===== config.mk =====
export PLATFORM = sky130hd
export DESIGN_NAME = swl_link
export DESIGN_NICKNAME = d
export VERILOG_FILES = /design/src/swl_pkg.sv /design/src/swl_link.sv
export SDC_FILE = /design/constraint.sdc
export NUM_CORES = 1
export LEC_CHECK = 0
export ABC_AREA = 1
export BUFFER_PORTS_ARGS = -buffer_cell sky130_fd_sc_hd__buf_2
export CORE_MARGIN = 2
export CORE_UTILIZATION = 50
export DETAILED_ROUTE_END_ITERATION = 12
export GPL_TIMING_DRIVEN = 0
export MAX_ROUTING_LAYER = met4
export PLACE_DENSITY = 0.7
export SKIP_CTS_REPAIR_TIMING = 1
export SLEW_MARGIN = 20
export SYNTH_ARGS = -nofsm -noshare
export SYNTH_HDL_FRONTEND = slang
export SYNTH_SLANG_ARGS = --single-unit

===== constraint.sdc =====
create_clock -name i_clock -period 2.5 [get_ports i_clock]
set_clock_uncertainty 0.2 [all_clocks]
set_input_delay 0.25 -clock i_clock [delete_from_list [all_inputs] [get_ports i_clock]]
set_output_delay 0.25 -clock i_clock [all_outputs]
set_load 0.1 [all_outputs]

===== src/swl_pkg.sv =====
// Package of constants and types for the single-wire bit frame link.
// ****************************************************************
// Function
// - Bytes travel most significant bit first.
// - Ninth frame carries acknowledge or no-acknowledge.
// - Upper address nibble is a command opcode.
// - Frame timing starts at falling edge.
// - Long low drains energy, device restarts.
// - Device stretches discovery low to ack time.
// - Device leaves reset in high speed.
// - Busy device ignores frames; only a discharge low is still seen.
// - Frame lengths may vary within limits.
// - Sample between one and zero lows.
// - Zero means ack, one means nack.
// - High-speed discovery ack 8 to 24 us.
// ****************************************************************
package swl_pkg;

  // ****************************************************************
  // Timing in nanoseconds and derived cycle counts at 125 MHz.
  // ****************************************************************
  localparam int CLK_PERIOD_NS = 8;
  // Sample points lie past the longest one-low and before the shortest
  // zero-low time of each speed mode.
  localparam int HS_SAMPLE_NS = 4000;
  localparam int SS_SAMPLE_NS = 16000;
  // Discovery acknowledge held inside the 8 to 24 us window.
  localparam int DISC_ACK_NS = 16000;
  // Reset low times: a low this long is taken as a reset.
  localparam int HS_RESET_NS = 48000;
  localparam int SS_RESET_NS = 480000;
  // Start condition high time per speed mode.
  localparam int HS_START_NS = 150000;
  localparam int SS_START_NS = 600000;
  // Discharge low time.
  localparam int DISCHARGE_NS = 150000;

  localparam int HS_SAMPLE_CYC = HS_SAMPLE_NS / CLK_PERIOD_NS;
  localparam int SS_SAMPLE_CYC = SS_SAMPLE_NS / CLK_PERIOD_NS;
  localparam int DISC_ACK_CYC = DISC_ACK_NS / CLK_PERIOD_NS;
  localparam int HS_RESET_CYC = HS_RESET_NS / CLK_PERIOD_NS;
  localparam int SS_RESET_CYC = SS_RESET_NS / CLK_PERIOD_NS;
  localparam int HS_START_CYC = HS_START_NS / CLK_PERIOD_NS;
  localparam int SS_START_CYC = SS_START_NS / CLK_PERIOD_NS;
  localparam int DISCHARGE_CYC = DISCHARGE_NS / CLK_PERIOD_NS;

  // ****************************************************************
  // Field layout of the device address byte.
  // ****************************************************************
  localparam int OPCODE_MSB = 7;
  localparam int OPCODE_LSB = 4;
  localparam int BYTE_BITS = 8;
  localparam int CNT_W = 24;
  localparam logic [3:0] BIT_CNT_RST = 4'h0;

  // Receive state machine.
  typedef enum logic [2:0] {
    SWL_ST_WAIT_START = 3'b000,
    SWL_ST_DISC_WAIT  = 3'b001,
    SWL_ST_DISC_ACK   = 3'b010,
    SWL_ST_IDLE       = 3'b011,
    SWL_ST_LOW        = 3'b100,
    SWL_ST_HIGH       = 3'b101,
    SWL_ST_BUSY       = 3'b110
  } swl_state_e;

  // Received byte as it leaves the block.
  typedef struct packed {
    logic [3:0] opcode;
    logic [3:0] rest;
    logic       first;
  } swl_byte_s;

endpackage


===== src/swl_link.sv =====
// Bit frame receiver of the single-wire link, device side.
`timescale 1ns/1ps
module swl_link
  import swl_pkg::*;
#(
  parameter int RESET_CYC     = HS_RESET_CYC,
  parameter int SS_RST_CYC    = SS_RESET_CYC,
  parameter int START_CYC     = HS_START_CYC,
  parameter int SS_STRT_CYC   = SS_START_CYC,
  parameter int DSCHG_CYC     = DISCHARGE_CYC
) (
  // Clock and reset.
  input  wire logic       i_clock,
  input  wire logic       i_nrst,
  // Single-wire line, open drain.
  input  wire logic       i_sio,
  output logic            o_sio,
  output logic            o_sio_oe_n,
  // Device core control.
  input  wire logic       i_busy,
  input  wire logic       i_std_speed,
  input  wire logic       i_set_speed,
  input  wire logic       i_ack_n,
  // Received byte stream.
  output swl_byte_s       o_byte,
  output logic            o_byte_valid,
  input  wire logic       i_byte_ready,
  output logic            o_ack_done,
  output logic            o_ack_bit,
  output logic            o_std_mode,
  output logic            o_start,
  output logic            o_reset_seen
);

  // ****************************************************************
  // Line synchroniser.
  // ****************************************************************
  logic sio_meta_reg;   // First stage, read only by the second.
  logic sio_sync_reg;   // Usable line level.
  logic sio_prev_reg;   // Previous level for edge detect.

  // The line crosses in from the pin through two flops.
  always_ff @(posedge i_clock) begin
    if (!i_nrst) begin
      sio_meta_reg <= 1'b1;
      sio_sync_reg <= 1'b1;
      sio_prev_reg <= 1'b1;
    end else begin
      sio_meta_reg <= i_sio;
      sio_sync_reg <= sio_meta_reg;
      sio_prev_reg <= sio_sync_reg;
    end
  end

  // ****************************************************************
  // State and counters.
  // ****************************************************************
  swl_state_e       state_reg, state_next;  // Receive state.
  logic [CNT_W-1:0] cnt_reg, cnt_next;      // Time since last edge.
  logic [3:0]       bit_reg, bit_next;      // Bits of this byte.
  logic [7:0]       shift_reg, shift_next;  // Byte being assembled.
  logic             first_reg, first_next;  // Next byte is address.
  logic             std_reg, std_next;      // Standard speed active.
  logic             drive_reg, drive_next;  // Pulling the line low.
  logic             sampled_reg, sampled_next; // Frame already sampled.
  logic [CNT_W-1:0] frm_reg, frm_next;      // Time since frame start.
  logic             pend_reg, pend_next;    // Full byte awaits a slot.

  wire fall     = sio_prev_reg & ~sio_sync_reg;
  // The frame timer runs from the falling edge only, so a one whose low
  // ended early is still sampled at the fixed point.
  wire sample_t = std_reg ? (frm_reg == CNT_W'(SS_SAMPLE_CYC))
                          : (frm_reg == CNT_W'(HS_SAMPLE_CYC));
  wire in_frame = (state_reg == SWL_ST_LOW) || (state_reg == SWL_ST_HIGH);
  wire rst_low  = ~sio_sync_reg &
                  (cnt_reg >= (std_reg ? CNT_W'(SS_RST_CYC)
                                       : CNT_W'(RESET_CYC)));
  wire dsc_low  = ~sio_sync_reg & (cnt_reg >= CNT_W'(DSCHG_CYC));
  wire start_hi = sio_sync_reg &
                  (cnt_reg >= (std_reg ? CNT_W'(SS_STRT_CYC)
                                       : CNT_W'(START_CYC)));
  wire cnt_sat  = &cnt_reg;
  wire ack_slot = (bit_reg == 4'(BYTE_BITS));

  // ****************************************************************
  // Two-entry output buffer.
  // ****************************************************************
  swl_byte_s buf_mem_reg [2];   // Storage, indexed by pointer.
  logic      wr_ptr_reg;        // Write index.
  logic      rd_ptr_reg;        // Read index.
  logic [1:0] fill_reg;         // Words held.
  logic      push;              // A finished byte to store.
  wire       buf_full  = (fill_reg == 2'h2);
  wire       buf_empty = (fill_reg == 2'h0);
  wire       pop       = ~buf_empty & i_byte_ready;

  assign o_byte       = buf_mem_reg[rd_ptr_reg];
  assign o_byte_valid = ~buf_empty;

  // Buffer pointers; a byte that finds the buffer full waits in the
  // shift register, but only until the next byte's first bit lands.
  always_ff @(posedge i_clock) begin
    if (!i_nrst) begin
      wr_ptr_reg <= 1'b0;
      rd_ptr_reg <= 1'b0;
      fill_reg   <= 2'h0;
    end else begin
      if (push) wr_ptr_reg <= ~wr_ptr_reg;
      if (pop) rd_ptr_reg <= ~rd_ptr_reg;
      fill_reg <= fill_reg + {1'b0, push} - {1'b0, pop};
    end
  end

  // Buffer storage has no reset; the fill count guards reads.
  always_ff @(posedge i_clock) begin
    if (push) buf_mem_reg[wr_ptr_reg] <= '{shift_reg[OPCODE_MSB:OPCODE_LSB],
                                          shift_reg[3:0], first_reg};
  end

  // ****************************************************************
  // Frame decode.
  // ****************************************************************
  always_comb begin
    state_next   = state_reg;
    cnt_next     = cnt_sat ? cnt_reg : cnt_reg + CNT_W'(1);
    bit_next     = bit_reg;
    shift_next   = shift_reg;
    first_next   = first_reg;
    std_next     = i_set_speed ? i_std_speed : std_reg;
    drive_next   = 1'b0;
    sampled_next = sampled_reg;
    frm_next     = (&frm_reg) ? frm_reg : frm_reg + CNT_W'(1);
    pend_next    = pend_reg;
    push         = 1'b0;
    o_ack_done   = 1'b0;
    o_start      = 1'b0;
    o_reset_seen = 1'b0;
    if (sio_prev_reg != sio_sync_reg) cnt_next = '0;
    if (fall) frm_next = '0;
    // Completed byte goes to the buffer when a slot is free.
    if (pend_reg && !buf_full) begin
      push       = 1'b1;
      pend_next  = 1'b0;
      first_next = 1'b0;
    end
    // Sample once per frame, whether or not the host has let go yet.
    if (in_frame && sample_t && !sampled_reg) begin
      sampled_next = 1'b1;
      if (ack_slot) begin
        o_ack_done = 1'b1;
        bit_next   = BIT_CNT_RST;
      end else begin
        shift_next = {shift_reg[6:0], sio_sync_reg};
        bit_next   = bit_reg + 4'h1;
        if (bit_reg == 4'(BYTE_BITS - 1)) pend_next = 1'b1;
      end
    end
    unique case (state_reg)
      // After power-up the device waits for a discovery request.
      SWL_ST_WAIT_START, SWL_ST_DISC_WAIT: begin
        if (fall) begin
          state_next = SWL_ST_DISC_ACK;
          cnt_next   = '0;
          drive_next = 1'b1;
        end
      end
      // Hold the line low until the acknowledge time runs out.
      SWL_ST_DISC_ACK: begin
        cnt_next = cnt_reg + CNT_W'(1);
        if (cnt_reg < CNT_W'(DISC_ACK_CYC - 1)) begin
          drive_next = 1'b1;
        end else begin
          state_next = SWL_ST_IDLE;
          cnt_next   = '0;
        end
      end
      // Line high between frames; a long high after a frame is a start condition.
      SWL_ST_IDLE, SWL_ST_HIGH: begin
        if (fall) begin
          state_next   = SWL_ST_LOW;
          sampled_next = 1'b0;
        end else if (start_hi && (bit_reg != BIT_CNT_RST ||
                                  state_reg == SWL_ST_HIGH)) begin
          bit_next   = BIT_CNT_RST;
          first_next = 1'b1;
          state_next = SWL_ST_IDLE;
          o_start    = 1'b1;
        end
      end
      // Line low inside a frame; a long low is a reset.
      SWL_ST_LOW: begin
        if (rst_low) begin
          o_reset_seen = 1'b1;
          state_next   = SWL_ST_DISC_WAIT;
          bit_next     = BIT_CNT_RST;
          pend_next    = 1'b0;
          first_next   = 1'b1;
          std_next     = 1'b0;
        end else if (sio_sync_reg) begin
          state_next = SWL_ST_HIGH;
        end
      end
      // Core busy: frames are not timed; a discharge or the core finishing ends it.
      SWL_ST_BUSY: begin
        if (dsc_low) begin
          o_reset_seen = 1'b1;
          state_next   = SWL_ST_DISC_WAIT;
          bit_next     = BIT_CNT_RST;
          pend_next    = 1'b0;
          first_next   = 1'b1;
          std_next     = 1'b0;
        end else if (!i_busy) begin
          // The core finished; listen for the next start again.
          state_next = SWL_ST_IDLE;
        end
      end
      default: state_next = SWL_ST_WAIT_START;
    endcase
    // A busy core mutes framing; a device waiting for discovery after a
    // reset has lost power, so a stale busy level does not hold it.
    if (i_busy && (in_frame || state_reg == SWL_ST_IDLE)) begin
      state_next = SWL_ST_BUSY;
      bit_next   = BIT_CNT_RST;
      pend_next  = 1'b0;
      first_next = 1'b1;
    end
  end

  // ****************************************************************
  // State registers.
  // ****************************************************************
  always_ff @(posedge i_clock) begin
    if (!i_nrst) begin
      state_reg   <= SWL_ST_WAIT_START;
      cnt_reg     <= '0;
      bit_reg     <= BIT_CNT_RST;
      shift_reg   <= 8'h00;
      first_reg   <= 1'b1;
      std_reg     <= 1'b0;
      drive_reg   <= 1'b0;
      sampled_reg <= 1'b0;
      frm_reg     <= '0;
      pend_reg    <= 1'b0;
    end else begin
      state_reg   <= state_next;
      cnt_reg     <= cnt_next;
      bit_reg     <= bit_next;
      shift_reg   <= shift_next;
      first_reg   <= first_next;
      std_reg     <= std_next;
      drive_reg   <= drive_next;
      sampled_reg <= sampled_next;
      frm_reg     <= frm_next;
      pend_reg    <= pend_next;
    end
  end

  // The line is only ever pulled low, never driven high.
  assign o_sio      = 1'b0;
  assign o_sio_oe_n = ~drive_reg;
  assign o_ack_bit  = sio_sync_reg;
  assign o_std_mode = std_reg;

  // Acknowledge from the core is taken in the output frame logic,
  // which lies outside this block; the input is kept for that hookup.
  wire unused_ack = i_ack_n;

endmodule // swl_link


# == Word level (Yosys, flattened, before mapping) ==
# Memories as Yosys holds them, arrays and structs flattened. A register that Yosys moved wholly into a read port is not among the register bits.
# Cells that the tools add are included.
# Widths: inputs -> output; s select.
# totals
wordCells,144
ff_bits,75
ramBits,18
memories,1
# mem_list
memory,depth,word_bits,read_ports,rd_ports_with_merged_regs,wr,line,source
buf_mem_reg,2,9,1,1,1,swl_link.sv:88,swl_byte_s buf_mem_reg [2];
# classes
reduce_logical,22
n_mux,61
addsub,5
order_cmp,4
eq_ne,22
bitwise_logic,12
# op_table
operator,count
$mux 24,4
$add 24x1->24 const B,2
$pmux 24 s2,1
$reduce_and 24->1,2
$mux 1,32
$mux 3,9
$eq 24x11->1 const B,1
$eq 24x9->1 const B,1
$ge 24x15->1 const B,1
$ge 24x16->1,1
$ge 24x17->1,1
$lt 24x11->1 const B,1
$mux 4,6
$mux 17,1
$mux 16,1
$ne 3x3->1 const B,5
$pmux 3 s5,1
$pmux 4 s3,1
$reduce_and 5->1,2
$eq 3x3->1 const B,3
$ne 4x4->1 const B,2
$pmux 1 s2,4
$reduce_or 2->1,4
$not 1->1,7
other kinds (20),33

# == Longest topological paths before layout ==
# Gate-level depths: netlist of run 1.
# logic_depth
ltp_word,9
ltp_mapped,18
ltp_nobuf,18

# == Worst setup path before layout of run 1 ==
# No wires, ideal clock.
# synth_path
path_type,register to register
start,"register std_reg, in the netlist o_std_mode"
end,register first_reg
required_ps,2228
path_slack_ps,-2586
setup_time_ps,72
stages_incl_launch_ff,14
arrival_ps,4815
path_cell_list,dfxtp_1 -> inv_1 -> ha_1 -> nor2_1 -> nand3_1 -> nor2_1 -> nand2_1 -> nand2_1 -> nand2_1 -> nand2_1 -> nand2_1 -> nor3_1 -> nor2_1 -> nand4_1
# synth_via
elab_chain_len,7
# synth_lines
element,line,source
start: declaration,swl_link.sv:63,"logic std_reg, std_next;"
start signal: assignment,swl_link.sv:250,std_reg <= std_next;
$mux 17,swl_link.sv:80,(cnt_reg >= (std_reg ? CNT_W'(SS_STRT_CYC)
$ge 24x17->1,swl_link.sv:80,
$and 1x1->1,swl_link.sv:79,wire start_hi = sio_sync_reg &
$logic_and 1x1->1,swl_link.sv:182,end else if (start_hi && (bit_reg != BIT_CNT_RST ||
$mux 1,swl_link.sv:182,
$mux 1,swl_link.sv:179,if (fall) begin
$pmux 1 s3 *,swl_link.sv:158,unique case (state_reg)
end signal: assignment,swl_link.sv:249,first_reg <= first_next;
end: declaration,swl_link.sv:62,"logic first_reg, first_next;"
# Every way passes the cells marked *; elsewhere a longest branch is shown, timed or not.
# A chain may end at the register's enable or synchronous reset.

# == Final worst setup path of run 1 ==
# layout_path
start,"register std_reg, in the netlist o_std_mode"
end,output port o_reset_seen
# layout_via
elab_chain_len,5
# layout_lines
element,line,source
$mux 16,swl_link.sv:76,(cnt_reg >= (std_reg ? CNT_W'(SS_RST_CYC)
$ge 24x16->1,swl_link.sv:76,
$and 1x1->1,swl_link.sv:75,wire rst_low = ~sio_sync_reg &
$mux 1,swl_link.sv:192,if (rst_low) begin
$pmux 1 s2,swl_link.sv:158,
end: declaration,swl_link.sv:32,output logic o_reset_seen
# No other way between the ends.

==> metrics.md, run 1 <==
| Metric | Value |
|---|---|
| Final core utilization | `60.31%` |
| FILL cells | `~960` |
| Die area | `11,970 um^2` |
| Worst-margin pin slew | `0.7852 ns` |
| Clock transition at path regs | `0.09 ns` |
| Mapped Area | `5557 um^2` |
| Routed wire per std cell | `14.54 um` |
| Tcrit/Tclk final | `116.9%` |
| Min-delay src | `i_std_speed` |
| Detailed-router iteration count before antenna repair | `5` |
| Final hold slack | `-0.01044 ns` |
| Ys flop type | `dfxtp_1` |
| Worst Reg-to-Reg Cells | `18` |
| Syn_nets | `783` |
| Worst R2R Start | `o_std_mode` |
| Worst-Skew Late Latency | `0.38 ns` |
| Die height | `109.4 um` |
| Hold path depth | `3` |
| Antenna Diode Count | `0` |
| Final nets | `832` |
| Worst setup SP type | `register` |
| Cts bufs inserted | `9` |
| Max Buffers Root-to-Sink | `2` |
| Ports | `25` |
| Reg2reg setup slack | `0.02 ns` |
| Peak VDD IR | `between 0.4 and 0.5 mV` |
| Vias in the first global route | `approximately 4,700` |
| Critical path data arrival time | `~2.5 ns` |
| Root buffer cell | `clkbuf_8` |
| Finished layout cell area | `6538 um^2` |
| Via count | `around 5,100` |
| GR Util All Layers | `about a quarter` |
| Detailed Route WL | `13,720 um` |
| Pin count of the biggest net entering global routing | `18` |
| Failing checks | `hold timing, setup timing` |
| Power Dens Cells | `596.0 nW/um^2` |
| Endpoint, Worst Hold | `o_std_mode` |
| Area after DPL | `between 5000 and 6000 um^2` |
| CTS tree | `built` |
| Vias per cell | `5.414` |
| CTS sink count | `94` |
| CP Capture Type | `output port` |
| Highest clock rate | `342.1 MHz` |
| Critical Path RT | `2.05 ns` |
| Pwr Total | `approximately 3.9 mW` |
| Hpwl dp | `10,140 um` |
| Flops & latches, synth | `94` |
| Slew margin rel. | `a little under half` |
| Remaining Overflow, GRT | `0` |
| Drt initial violations | `roughly 260` |
| Synth unique cells | `48` |
| Gpl congestion | `0.9616` |
| Rows | `38` |
| Area Growth Syn to Fin | `17.65%` |
| Sequential area share after synthesis | `between 30% and 40%` |
| Setup CP Type | `register to output port` |
| Core Area | `10,840 um^2` |
| Number of remaining DRC errors | `0` |
| Pleak | `2.739 nW` |
| H-tree depth | `3` |
| Final hold vios | `1` |
| Final setup viols | `2` |
| Post-synth EDFFs | `18` |
| CP max FO | `5` |
| Worst Hold Class | `primary input to register` |
| Fin crit period | `2.923 ns` |
| Setup WS pre-CTS | `-0.5389 ns` |
| Port Buffer Count | `22` |
| Antenna violations before repair | `0` |
| Slew Limit Fails | `0` |
| Worst r2r dst | `state_reg[1]` |
| Synth warn | `0` |
| PnR worst setup slack | `-0.4230 ns` |
| Layout cell share with drive strength beyond 1 | `22.26%` |
| Max_cap viols | `0` |
| DIE WIDTH | `between 100 and 150 um` |
| Initial Util | `around half` |
| Status | `finished, violations left` |
| Syn Area/Cell | `approximately 7.4 um^2` |
| RSZ-0062 raised after global routing | `yes` |
| Global-route wire length before repair | `21,960 um` |
| Post-synthesis instance total | `750` |
| Antenna-violating nets left | `0` |
| Fraction of registers with async set/reset | `0%` |
-- layer usage --
metal  global-route usage, %  up-vias  share of wire (%)  wire (um)
met4                   9.946        0                1.8        243
met5                       -        -                  0          0
li1                        -     2574                  -          -
met2                   37.79      125                 46       6351
met3                   3.912       21                4.5        620
met1                   31.57     2391                 47       6508
-- logic make-up after synthesis --
family	after synthesis	share of synthesized area, %
xor+xnor	24	3.783
fa+ha+maj	25	5.629
mux	9	1.824
simple gates	346	29.84
other cells	1	0.06749
flops	94	37.11
compound gates	115	12.11
buf+inv	136	9.637
-- where the power goes --
group          switching, mW  internal [mW]  total [mW]
registers             0.0662           1.60        1.67
clock network          0.585          0.479        1.06
logic                  0.802          0.360        1.16
total                   1.45           2.44        3.90
-- cell type report --
type	count	area, um^2	area share (%)
multi-input combinational	520	3219	49.24
sequential	94	2079	31.81
inverter	121	467.9	7.158
timing repair buffer	38	301.5	4.612
tap	140	175.2	2.679
clock buffer	10	127.6	1.952
buffer	14	83.83	1.282
clock inverter	6	75.07	1.148
timing repair inverter	1	7.507	0.1148
-- synthesized netlist by cell type, types with 2 or more instances --
cell type / count / area share (%)
xnor2_1: 2 / 0.32
buf_4: 3 / 0.41
a21oi_1: 37 / 3.3
a21oi_2: 3 / 0.47
nor3_2: 4 / 0.72
nor2_1: 85 / 5.7
nand3_1: 49 / 4.4
nor2_4: 5 / 1.0
mux2_2: 9 / 1.8
inv_1: 109 / 7.4
edfxtp_1: 18 / 9.7
a31oi_1: 2 / 0.23
a211oi_2: 4 / 0.90
nor4_1: 3 / 0.34
clkinv_1: 2 / 0.14
o21ai_0: 49 / 4.4
nand2_2: 8 / 0.90
dfxtp_1: 76 / 27
nor2_2: 11 / 1.2
buf_2: 3 / 0.27
a221oi_2: 2 / 0.54
nand3_2: 3 / 0.54
a211oi_1: 4 / 0.54
nand3b_1: 2 / 0.27
clkbuf_1: 8 / 0.54
nor3_1: 30 / 2.7
inv_2: 9 / 0.61
o21ai_1: 7 / 0.63
xor2_1: 22 / 3.5
or2_2: 2 / 0.23
nand2_1: 112 / 7.6
nand4_1: 27 / 3.0
ha_1: 25 / 5.6
-- critical path, stage by stage, from the launching register on --
cell and delay, ns:
dfxtp_4 0.40, clkinvlp_4 0.10, buf_12 0.15, ha_4 0.27
nand4_1 0.15, nor2_2 0.18, and3_4 0.21, nor2_4 0.04
nand2_2 0.09, nand2_4 0.07, o21ai_4 0.22, buf_12 0.20
-- worst max path at each step --
stage                     cells past startpoint           end  slack, ns  startpoint
after global routing                         11  o_reset_seen      -0.54  o_std_mode
after floorplan                              11       o_start      -0.58  o_std_mode
final                                        11  o_reset_seen      -0.42  o_std_mode
after CTS                                    12       o_start      -0.97  o_std_mode
after global placement                       12       o_start      -0.49  o_std_mode
after detailed placement                     12       o_start      -0.54  o_std_mode
-- cell usage in the layout, fill, tap and decap left out, drive strengths merged, types with 2 or more instances in the layout --
master / count
a21oi: 40
a221oi: 2
nand4: 28
ha: 25
clkbuf: 16
nand3b: 2
clkinvlp: 3
nor2: 101
buf: 45
xnor2: 2
xor2: 22
nand2: 120
or2: 2
clkinv: 3
nor4: 4
a31oi: 2
edfxtp: 18
nor3: 35
nand3: 52
o21ai: 56
inv: 121
mux2: 9
dfxtp: 76
a211oi: 8
-- stage by stage --
stage / cells / TNS (ns) / hold slack [ns]
after floorplan: 750 / -2.025 / 0.1566
after global placement: 912 / -1.826 / 0.1947
after detailed placement: 912 / -2.525 / 0.1977
after CTS: 928 / -3.964 / -0.1605
after global routing: 944 / -1.863 / 0.002320
final: 944 / -0.7901 / -0.01044
Note: power is estimated with default switching activity, not from simulation.
==> inputs of run 2 (changes only) <==
BUFFER_PORTS_ARGS = default   (was -buffer_cell sky130_fd_sc_hd__buf_2)
DONT_BUFFER_PORTS = 1   (was default)
PLACE_DENSITY = 0.68   (was 0.7)
==> run 2 against run 1 <==
  * Maximum frequency shrank 19%
  * Register-to-register slack lost 0.76 ns
  * The run still ends with hold timing, setup timing left
  * Wire length is 2.9% lower
  * Sequential power is essentially flat
==> metrics.md, run 2 (synthesis gave the netlist of run 1 again) <==
| Metric | Value |
|---|---|
| Fin crit period | `3.591 ns (was 2.923 ns)` |
| Reg power frac | `45.1% (was 42.9%)` |
| Tcrit/Tclk final | `143.6% (was 116.9%)` |
| Root buffer cell | `clkbuf_8 (unchanged)` |
| Critical Path Max Stage Delay | `0.80 ns (was 0.40 ns)` |
| Setup WS pre-CTS | `-1.038 ns (was -0.5389 ns)` |
| Min-delay src | `i_nrst (was i_std_speed)` |
| Status | `finished, violations left (unchanged)` |
| Critical Path RT | `2.05 ns (about the same)` |
| RSZ-0062 raised after global routing | `yes (unchanged)` |
| Die area | `11,970 um^2 (unchanged)` |
| Post-Route Setup TNS | `-6.944 ns (was -0.7901 ns)` |
| Endpoint, Worst Hold | `cnt_reg[16] (was o_std_mode)` |
| Initial Util | `51.26% (unchanged)` |
| Gpl congestion | `0.9244 (was 0.9616)` |
| Worst r2r dst | `first_reg (was state_reg[1])` |
| Ports | `25 (unchanged)` |
| Port Buffer Count | `0 (was 22)` |
| CTS sink count | `94 (unchanged)` |
| Worst-Skew Late Latency | `0.39 ns (was 0.38 ns)` |
| Max Buffers Root-to-Sink | `2 (unchanged)` |
| Pleak | `2.582 nW (was 2.739 nW)` |
| Detailed Route WL | `13,320 um (was 13,720 um)` |
| Pin count of the biggest net entering global routing | `19 (was 18)` |
| Commonest non-fill, non-tap cells in the layout | `105 x inv_1, 103 x nand2_1, 76 x nor2_1 (was 102 x inv_1, 102 x nand2_1, 78 x nor2_1)` |
| Worst-margin pin slew | `1.047 ns (was 0.7852 ns)` |
| Core Area | `10,840 um^2 (unchanged)` |
| DIE WIDTH | `109.4 um (unchanged)` |
| Power Dens Cells | `594.6 nW/um^2 (was 596.0 nW/um^2)` |
| Vias per cell | `5.399 (was 5.414)` |
| Worst Reg-to-Reg Cells | `15 (was 18)` |
| Rows | `38 (unchanged)` |
| CP max FO | `7 (was 5)` |
| Hpwl dp | `9721 um (was 10,140 um)` |
| Setup CP Type | `register to output port (unchanged)` |
| Drt initial violations | `316 (was 255)` |
| Top cell by count, worst path | `nand2_1 (was buf_12)` |
| Worst Hold Class | `primary input to register (unchanged)` |
| NetSw | `1.433 mW (was 1.453 mW)` |
| Cts bufs inserted | `9 (unchanged)` |
| Worst R2R Start | `o_std_mode (unchanged)` |
| Slew margin rel. | `29.96% (was 47.46%)` |
| Number of remaining DRC errors | `0 (unchanged)` |
| Peak VDD IR | `0.4556 mV (was 0.4340 mV)` |
| Layout cell share with drive strength beyond 1 | `18.12% (was 22.26%)` |
| Remaining Overflow, GRT | `0 (unchanged)` |
| Clock power share | `27.1% (was 27.3%)` |
| Antenna-violating nets left | `0 (unchanged)` |
| Global-route wire length before repair | `20,440 um (was 21,960 um)` |
| Clock transition at path regs | `0.10 ns (was 0.09 ns)` |
| Internal power | `2.294 mW (was 2.444 mW)` |
| Commonest non-fill, non-tap cell in the layout | `inv_1` |
| GR Util All Layers | `22.64% (was 24.30%)` |
| Worst-path cell chain | `clkinvlp_4 -> buf_8 -> ha_1 -> inv_2 -> nor2_2 -> nand3_1 -> nor2_2 -> nand2_1 -> nand2_1 -> nand2_1 -> nand2_2 -> nand2_4 -> nor3_4 (was clkinvlp_4 -> buf_12 -> ha_4 -> nand4_1 -> nor2_2 -> and3_4 -> nor2_4 -> nand2_2 -> nand2_4 -> o21ai_4 -> buf_12)` |
| CP max-delay cell | `nor3_4 (was dfxtp_4)` |
| Antenna Diode Count | `0 (unchanged)` |
| Sw frac | `38.46% (was 37.29%)` |
| Detailed-router iteration count before antenna repair | `5 (unchanged)` |
| Critical path data arrival time | `3.14 ns (was 2.47 ns)` |
| CP Capture Type | `output port (unchanged)` |
| PnR worst setup slack | `-1.091 ns (was -0.4230 ns)` |
| Max_cap viols | `0 (unchanged)` |
| Failing checks | `hold timing, setup timing (unchanged)` |
| Final setup viols | `13 (was 2)` |
| Final nets | `806 (was 832)` |
| Worst setup SP type | `register (unchanged)` |
| Final hold vios | `1 (unchanged)` |
| Reg2reg setup slack | `-0.74 ns (was 0.02 ns)` |
| Combinational power share | `27.8% (was 29.8%)` |
| Die height | `109.4 um (unchanged)` |
| Hold path depth | `2 (was 3)` |
| Antenna violations before repair | `0 (unchanged)` |
| Vias in the first global route | `4,310 (was 4,650)` |
| Slew Limit Fails | `0 (unchanged)` |
| CTS tree | `built (unchanged)` |
| Area Growth Syn to Fin | `12.81% (was 17.65%)` |
| Highest clock rate | `278.5 MHz (was 342.1 MHz)` |
| Routed wire per std cell | `14.51 um (was 14.54 um)` |
| Final hold slack | `-0.002873 ns (was -0.01044 ns)` |
| H-tree depth | `3 (unchanged)` |
| Via count | `4,956 (was 5,111)` |
-- run 2: cell count changes in the layout (fill, tap and decap cells not counted), moves of 3 or more --
cell,delta
buf_2,-18
dfxtp_1,+6
buf_4,-5
dfxtp_2,-5
buf_6,-4
nand2_4,-4
nor2_2,+4
buf_12,-3
dlygate4sd3_1,+3
inv_1,+3
inv_4,-3
nand2_2,+3
-- run 2: metal layers --
metal	GRT usage (%)	part of all wire (%)
met5	-	0
met4	8.047	1.4
met3	4.327	5.8
met2	34.22	44
met1	30.30	48
-- run 2: layout make-up --
class	instances	area, um^2
flip-flops and latches	94	2069
multi-input cells	520	3166
clock inverters	7	65.06
well taps	140	175.2
plain buffers	14	77.57
clock buffers	9	123.9
fillers	995	4572
inverters	121	464.2
repair buffers	13	127.6
-- run 2: how the worst max path moves through the flow --
stage | slack, ns | endpoint | start
2_1_floorplan | -0.58 | o_start | o_std_mode
3_3_place_gp | -0.99 | o_start | o_std_mode
3_5_place_dp | -1.04 | first_reg | o_std_mode
4_1_cts | -1.45 | o_start | o_std_mode
5_1_grt | -1.24 | o_start | o_std_mode
6_report | -1.09 | o_start | o_std_mode
-- run 2: power groups by stage --
stage               registers, mW  logic (mW)  clock network [mW]
detailed placement           1.71       0.930                   0
finish                       1.68        1.04                1.01
CTS                          1.68       0.935                1.04
global route                 1.69        1.16                1.09
global placement             1.71       0.913                   0
floorplan                    1.70       0.754                   0
-- run 2: critical path: cells and delay by family, from the launching register on --
| family | cells | cell delay (ns) |
|---|---|---|
| AND/OR/NAND/NOR | 9 | 1.42 |
| adder cells (fa/ha/maj) | 1 | 0.29 |
| flip-flops | 1 | 0.63 |
| buffers and inverters | 3 | 0.40 |
-- run 2: per-stage QoR --
step                util [%]  hold WS, ns  instances  power (mW)  cell area [um^2]
global route           57.83     0.002035        918       3.944              6269
finish                 57.83    -0.002873        918       3.727              6269
floorplan                  -       0.1566        750       2.450              5595
CTS                    54.97      -0.2599        906       3.649              5959
global placement       53.23       0.1578        890       2.624              5771
detailed placement     53.23       0.1590        890       2.644              5771
==> inputs of run 3 (changes only) <==
--- a/constraint.sdc
+++ b/constraint.sdc
@@ -4,2 +4,2 @@
 set_output_delay 0.25 -clock i_clock [all_outputs]
-set_load 0.1 [all_outputs]
+set_load 0.05 [all_outputs]
==> run 3 against run 2 <==
  * Power is 3.2% lower
  * Clock power about the same
  * Utilization shrank 0.092 points
  * Maximum frequency increased by 11%
  * Sequential cell count unchanged
  * Via count is 0.71% higher
  * Combinational power down 8%
  * The flow finishes with violations (setup timing)
  * Sequential share of layout area is 0.053 points higher
  * Design area shrank 0.16%
  * Die area stayed put
  * Clock-buffer cell count is 1 higher
==> metrics.md, run 3 (synthesis gave the netlist of run 1 again) <==
| Metric | Value |
|---|---|
| Status | `finished, violations left (unchanged)` |
| Failing checks | `setup timing (was hold timing, setup timing)` |
| Critical path data arrival time | `2.78 ns (was 3.14 ns)` |
| Worst-margin pin slew | `0.7325 ns (was 1.047 ns)` |
| Final hold slack | `0.04384 ns (was -0.002873 ns)` |
| Routed wire per std cell | `14.63 um (was 14.51 um)` |
| CTS sink count | `94 (unchanged)` |
| Final hold vios | `0 (was 1)` |
| Critical Path RT | `2.05 ns (about the same)` |
| Cts bufs inserted | `9 (unchanged)` |
| Worst Reg-to-Reg Cells | `14 (was 15)` |
| DIE WIDTH | `109.4 um (unchanged)` |
| Hold path depth | `4 (was 2)` |
| Initial Util | `51.26% (unchanged)` |
| Final setup viols | `13 (unchanged)` |
| Rows | `38 (unchanged)` |
| CP max FO | `7 (unchanged)` |
| GR Util All Layers | `22.86% (was 22.64%)` |
| Reg2reg setup slack | `-0.33 ns (was -0.74 ns)` |
| Area after DPL | `5763 um^2 (was 5771 um^2)` |
| Area Growth Syn to Fin | `12.63% (was 12.81%)` |
| Slew Limit Fails | `0 (unchanged)` |
| Gpl congestion | `0.9322 (was 0.9244)` |
| Slew margin rel. | `50.99% (was 29.96%)` |
| Detailed-router iteration count before antenna repair | `5 (unchanged)` |
| Port Buffer Count | `0 (unchanged)` |
| Ports | `25 (unchanged)` |
| Number of remaining DRC errors | `0 (unchanged)` |
| H-tree depth | `3 (unchanged)` |
| Worst r2r dst | `first_reg (unchanged)` |
| Detailed Route WL | `13,440 um (was 13,320 um)` |
| Min-delay src | `i_busy (was i_nrst)` |
| Antenna Diode Count | `0 (unchanged)` |
| Peak VDD IR | `0.3486 mV (was 0.4556 mV)` |
| Worst setup SP type | `register (unchanged)` |
| Endpoint, Worst Hold | `state_reg[0] (was cnt_reg[16])` |
| Die area | `11,970 um^2 (unchanged)` |
| Core Area | `10,840 um^2 (unchanged)` |
| Die height | `109.4 um (unchanged)` |
| PnR worst setup slack | `-0.7256 ns (was -1.091 ns)` |
| Setup WS pre-CTS | `-0.5251 ns (was -1.038 ns)` |
| Hpwl dp | `9717 um (was 9721 um)` |
| Vias per cell | `5.431 (was 5.399)` |
| FILL cells | `1,012 (was 995)` |
| Commonest non-fill, non-tap cell in the layout | `inv_1 (unchanged)` |
| Remaining Overflow, GRT | `0 (unchanged)` |
| Layout cell share with drive strength beyond 1 | `17.20% (was 18.12%)` |
| Worst Hold Class | `primary input to register (unchanged)` |
| Vias in the first global route | `4,370 (was 4,310)` |
| Max_cap viols | `0 (unchanged)` |
| Root buffer cell | `clkbuf_8 (unchanged)` |
| Tcrit/Tclk final | `129.0% (was 143.6%)` |
| Antenna-violating nets left | `0 (unchanged)` |
| Final nets | `807 (was 806)` |
| Setup CP Type | `register to output port (unchanged)` |
| Pwr Total | `3.609 mW (was 3.727 mW)` |
| Worst R2R Start | `o_std_mode (unchanged)` |
| Drt initial violations | `290 (was 316)` |
| Fin crit period | `3.226 ns (was 3.591 ns)` |
| CTS tree | `built (unchanged)` |
| CP Capture Type | `output port (unchanged)` |
| Max Buffers Root-to-Sink | `2 (unchanged)` |
| Commonest non-fill, non-tap cells in the layout | `107 x inv_1, 104 x nand2_1, 78 x nor2_1 (was 105 x inv_1, 103 x nand2_1, 76 x nor2_1)` |
| Power Dens Cells | `576.7 nW/um^2 (was 594.6 nW/um^2)` |
| Highest clock rate | `310.0 MHz (was 278.5 MHz)` |
| Pleak | `2.591 nW (was 2.582 nW)` |
| RSZ-0062 raised after global routing | `yes (unchanged)` |
| Antenna violations before repair | `0 (unchanged)` |
| Global-route wire length before repair | `20,760 um (was 20,440 um)` |
| Clock transition at path regs | `0.10 ns (about the same)` |
| Via count | `4,991 (was 4,956)` |
| Worst-Skew Late Latency | `0.39 ns (about the same)` |
| Pin count of the biggest net entering global routing | `18 (was 19)` |
| Finished layout cell area | `6259 um^2 (was 6269 um^2)` |
[run 3: cell types whose count changed in the layout (fill, tap and decap cells not counted), moves of 2 or more]
cell	previous run	this run
inv_8	3	1
nor2_1	76	78
nor2_4	6	8
buf_6	1	5
nor2_2	19	15
buf_4	9	7
inv_1	105	107
[run 3: worst max-delay path, stage by stage (launching register included)]
cell and delay [ns]:
dfxtp_4 0.55, clkinvlp_4 0.28, buf_6 0.18, ha_4 0.25
nand4_1 0.15, nor2_2 0.19, and3_4 0.21, nor2_4 0.04
nand2_2 0.06, nand2_2 0.07, o21ai_4 0.41
[run 3: metrics by stage]
step	TNS, ns	utilization [%]	instances
global placement	-14.94	53.16	890
detailed placement	-15.50	53.16	890
finish	-4.380	57.73	919
floorplan	-0.1675	-	750
global route	-6.919	57.73	919
CTS	-17.71	54.82	906
[run 3: worst max-delay path by stage]
| stage | startpoint | end | slack [ns] | depth (start not counted) |
|---|---|---|---|---|
| floorplan | o_std_mode | o_start | -0.09 | 11 |
| global placement | o_ack_bit | frm_reg[12] | -0.52 | 8 |
| detailed placement | o_std_mode | first_reg | -0.53 | 13 |
| CTS | o_std_mode | o_start | -0.93 | 11 |
| global route | o_std_mode | o_start | -0.88 | 13 |
| finish | o_std_mode | o_reset_seen | -0.73 | 10 |
[run 3: layout make-up]
class                   instances  area, um^2  area share (%)
multi-input cells             520        3161           50.50
flip-flops and latches         94        2069           33.07
inverters                     121       460.4           7.357
well taps                     140       175.2           2.799
repair buffers                 14       132.6           2.119
clock buffers                  10       127.6           2.039
plain buffers                  14       80.08           1.279
clock inverters                 6       52.55          0.8397
[run 3: power by group]
group	leakage, nW	internal (mW)	switching (mW)	total, mW
registers	0.743	1.60	0.0684	1.67
logic	1.76	0.292	0.664	0.956
clock network	0.0854	0.378	0.604	0.981
total	2.59	2.27	1.34	3.61
[run 3: per-layer routing]
layer	GRT usage, %	routed length (um)	vias up
li1	-	-	2526
met3	4.327	821	15
met4	7.957	191	0
met1	30.81	6485	2305
met2	34.39	5942	145
met5	-	0	-
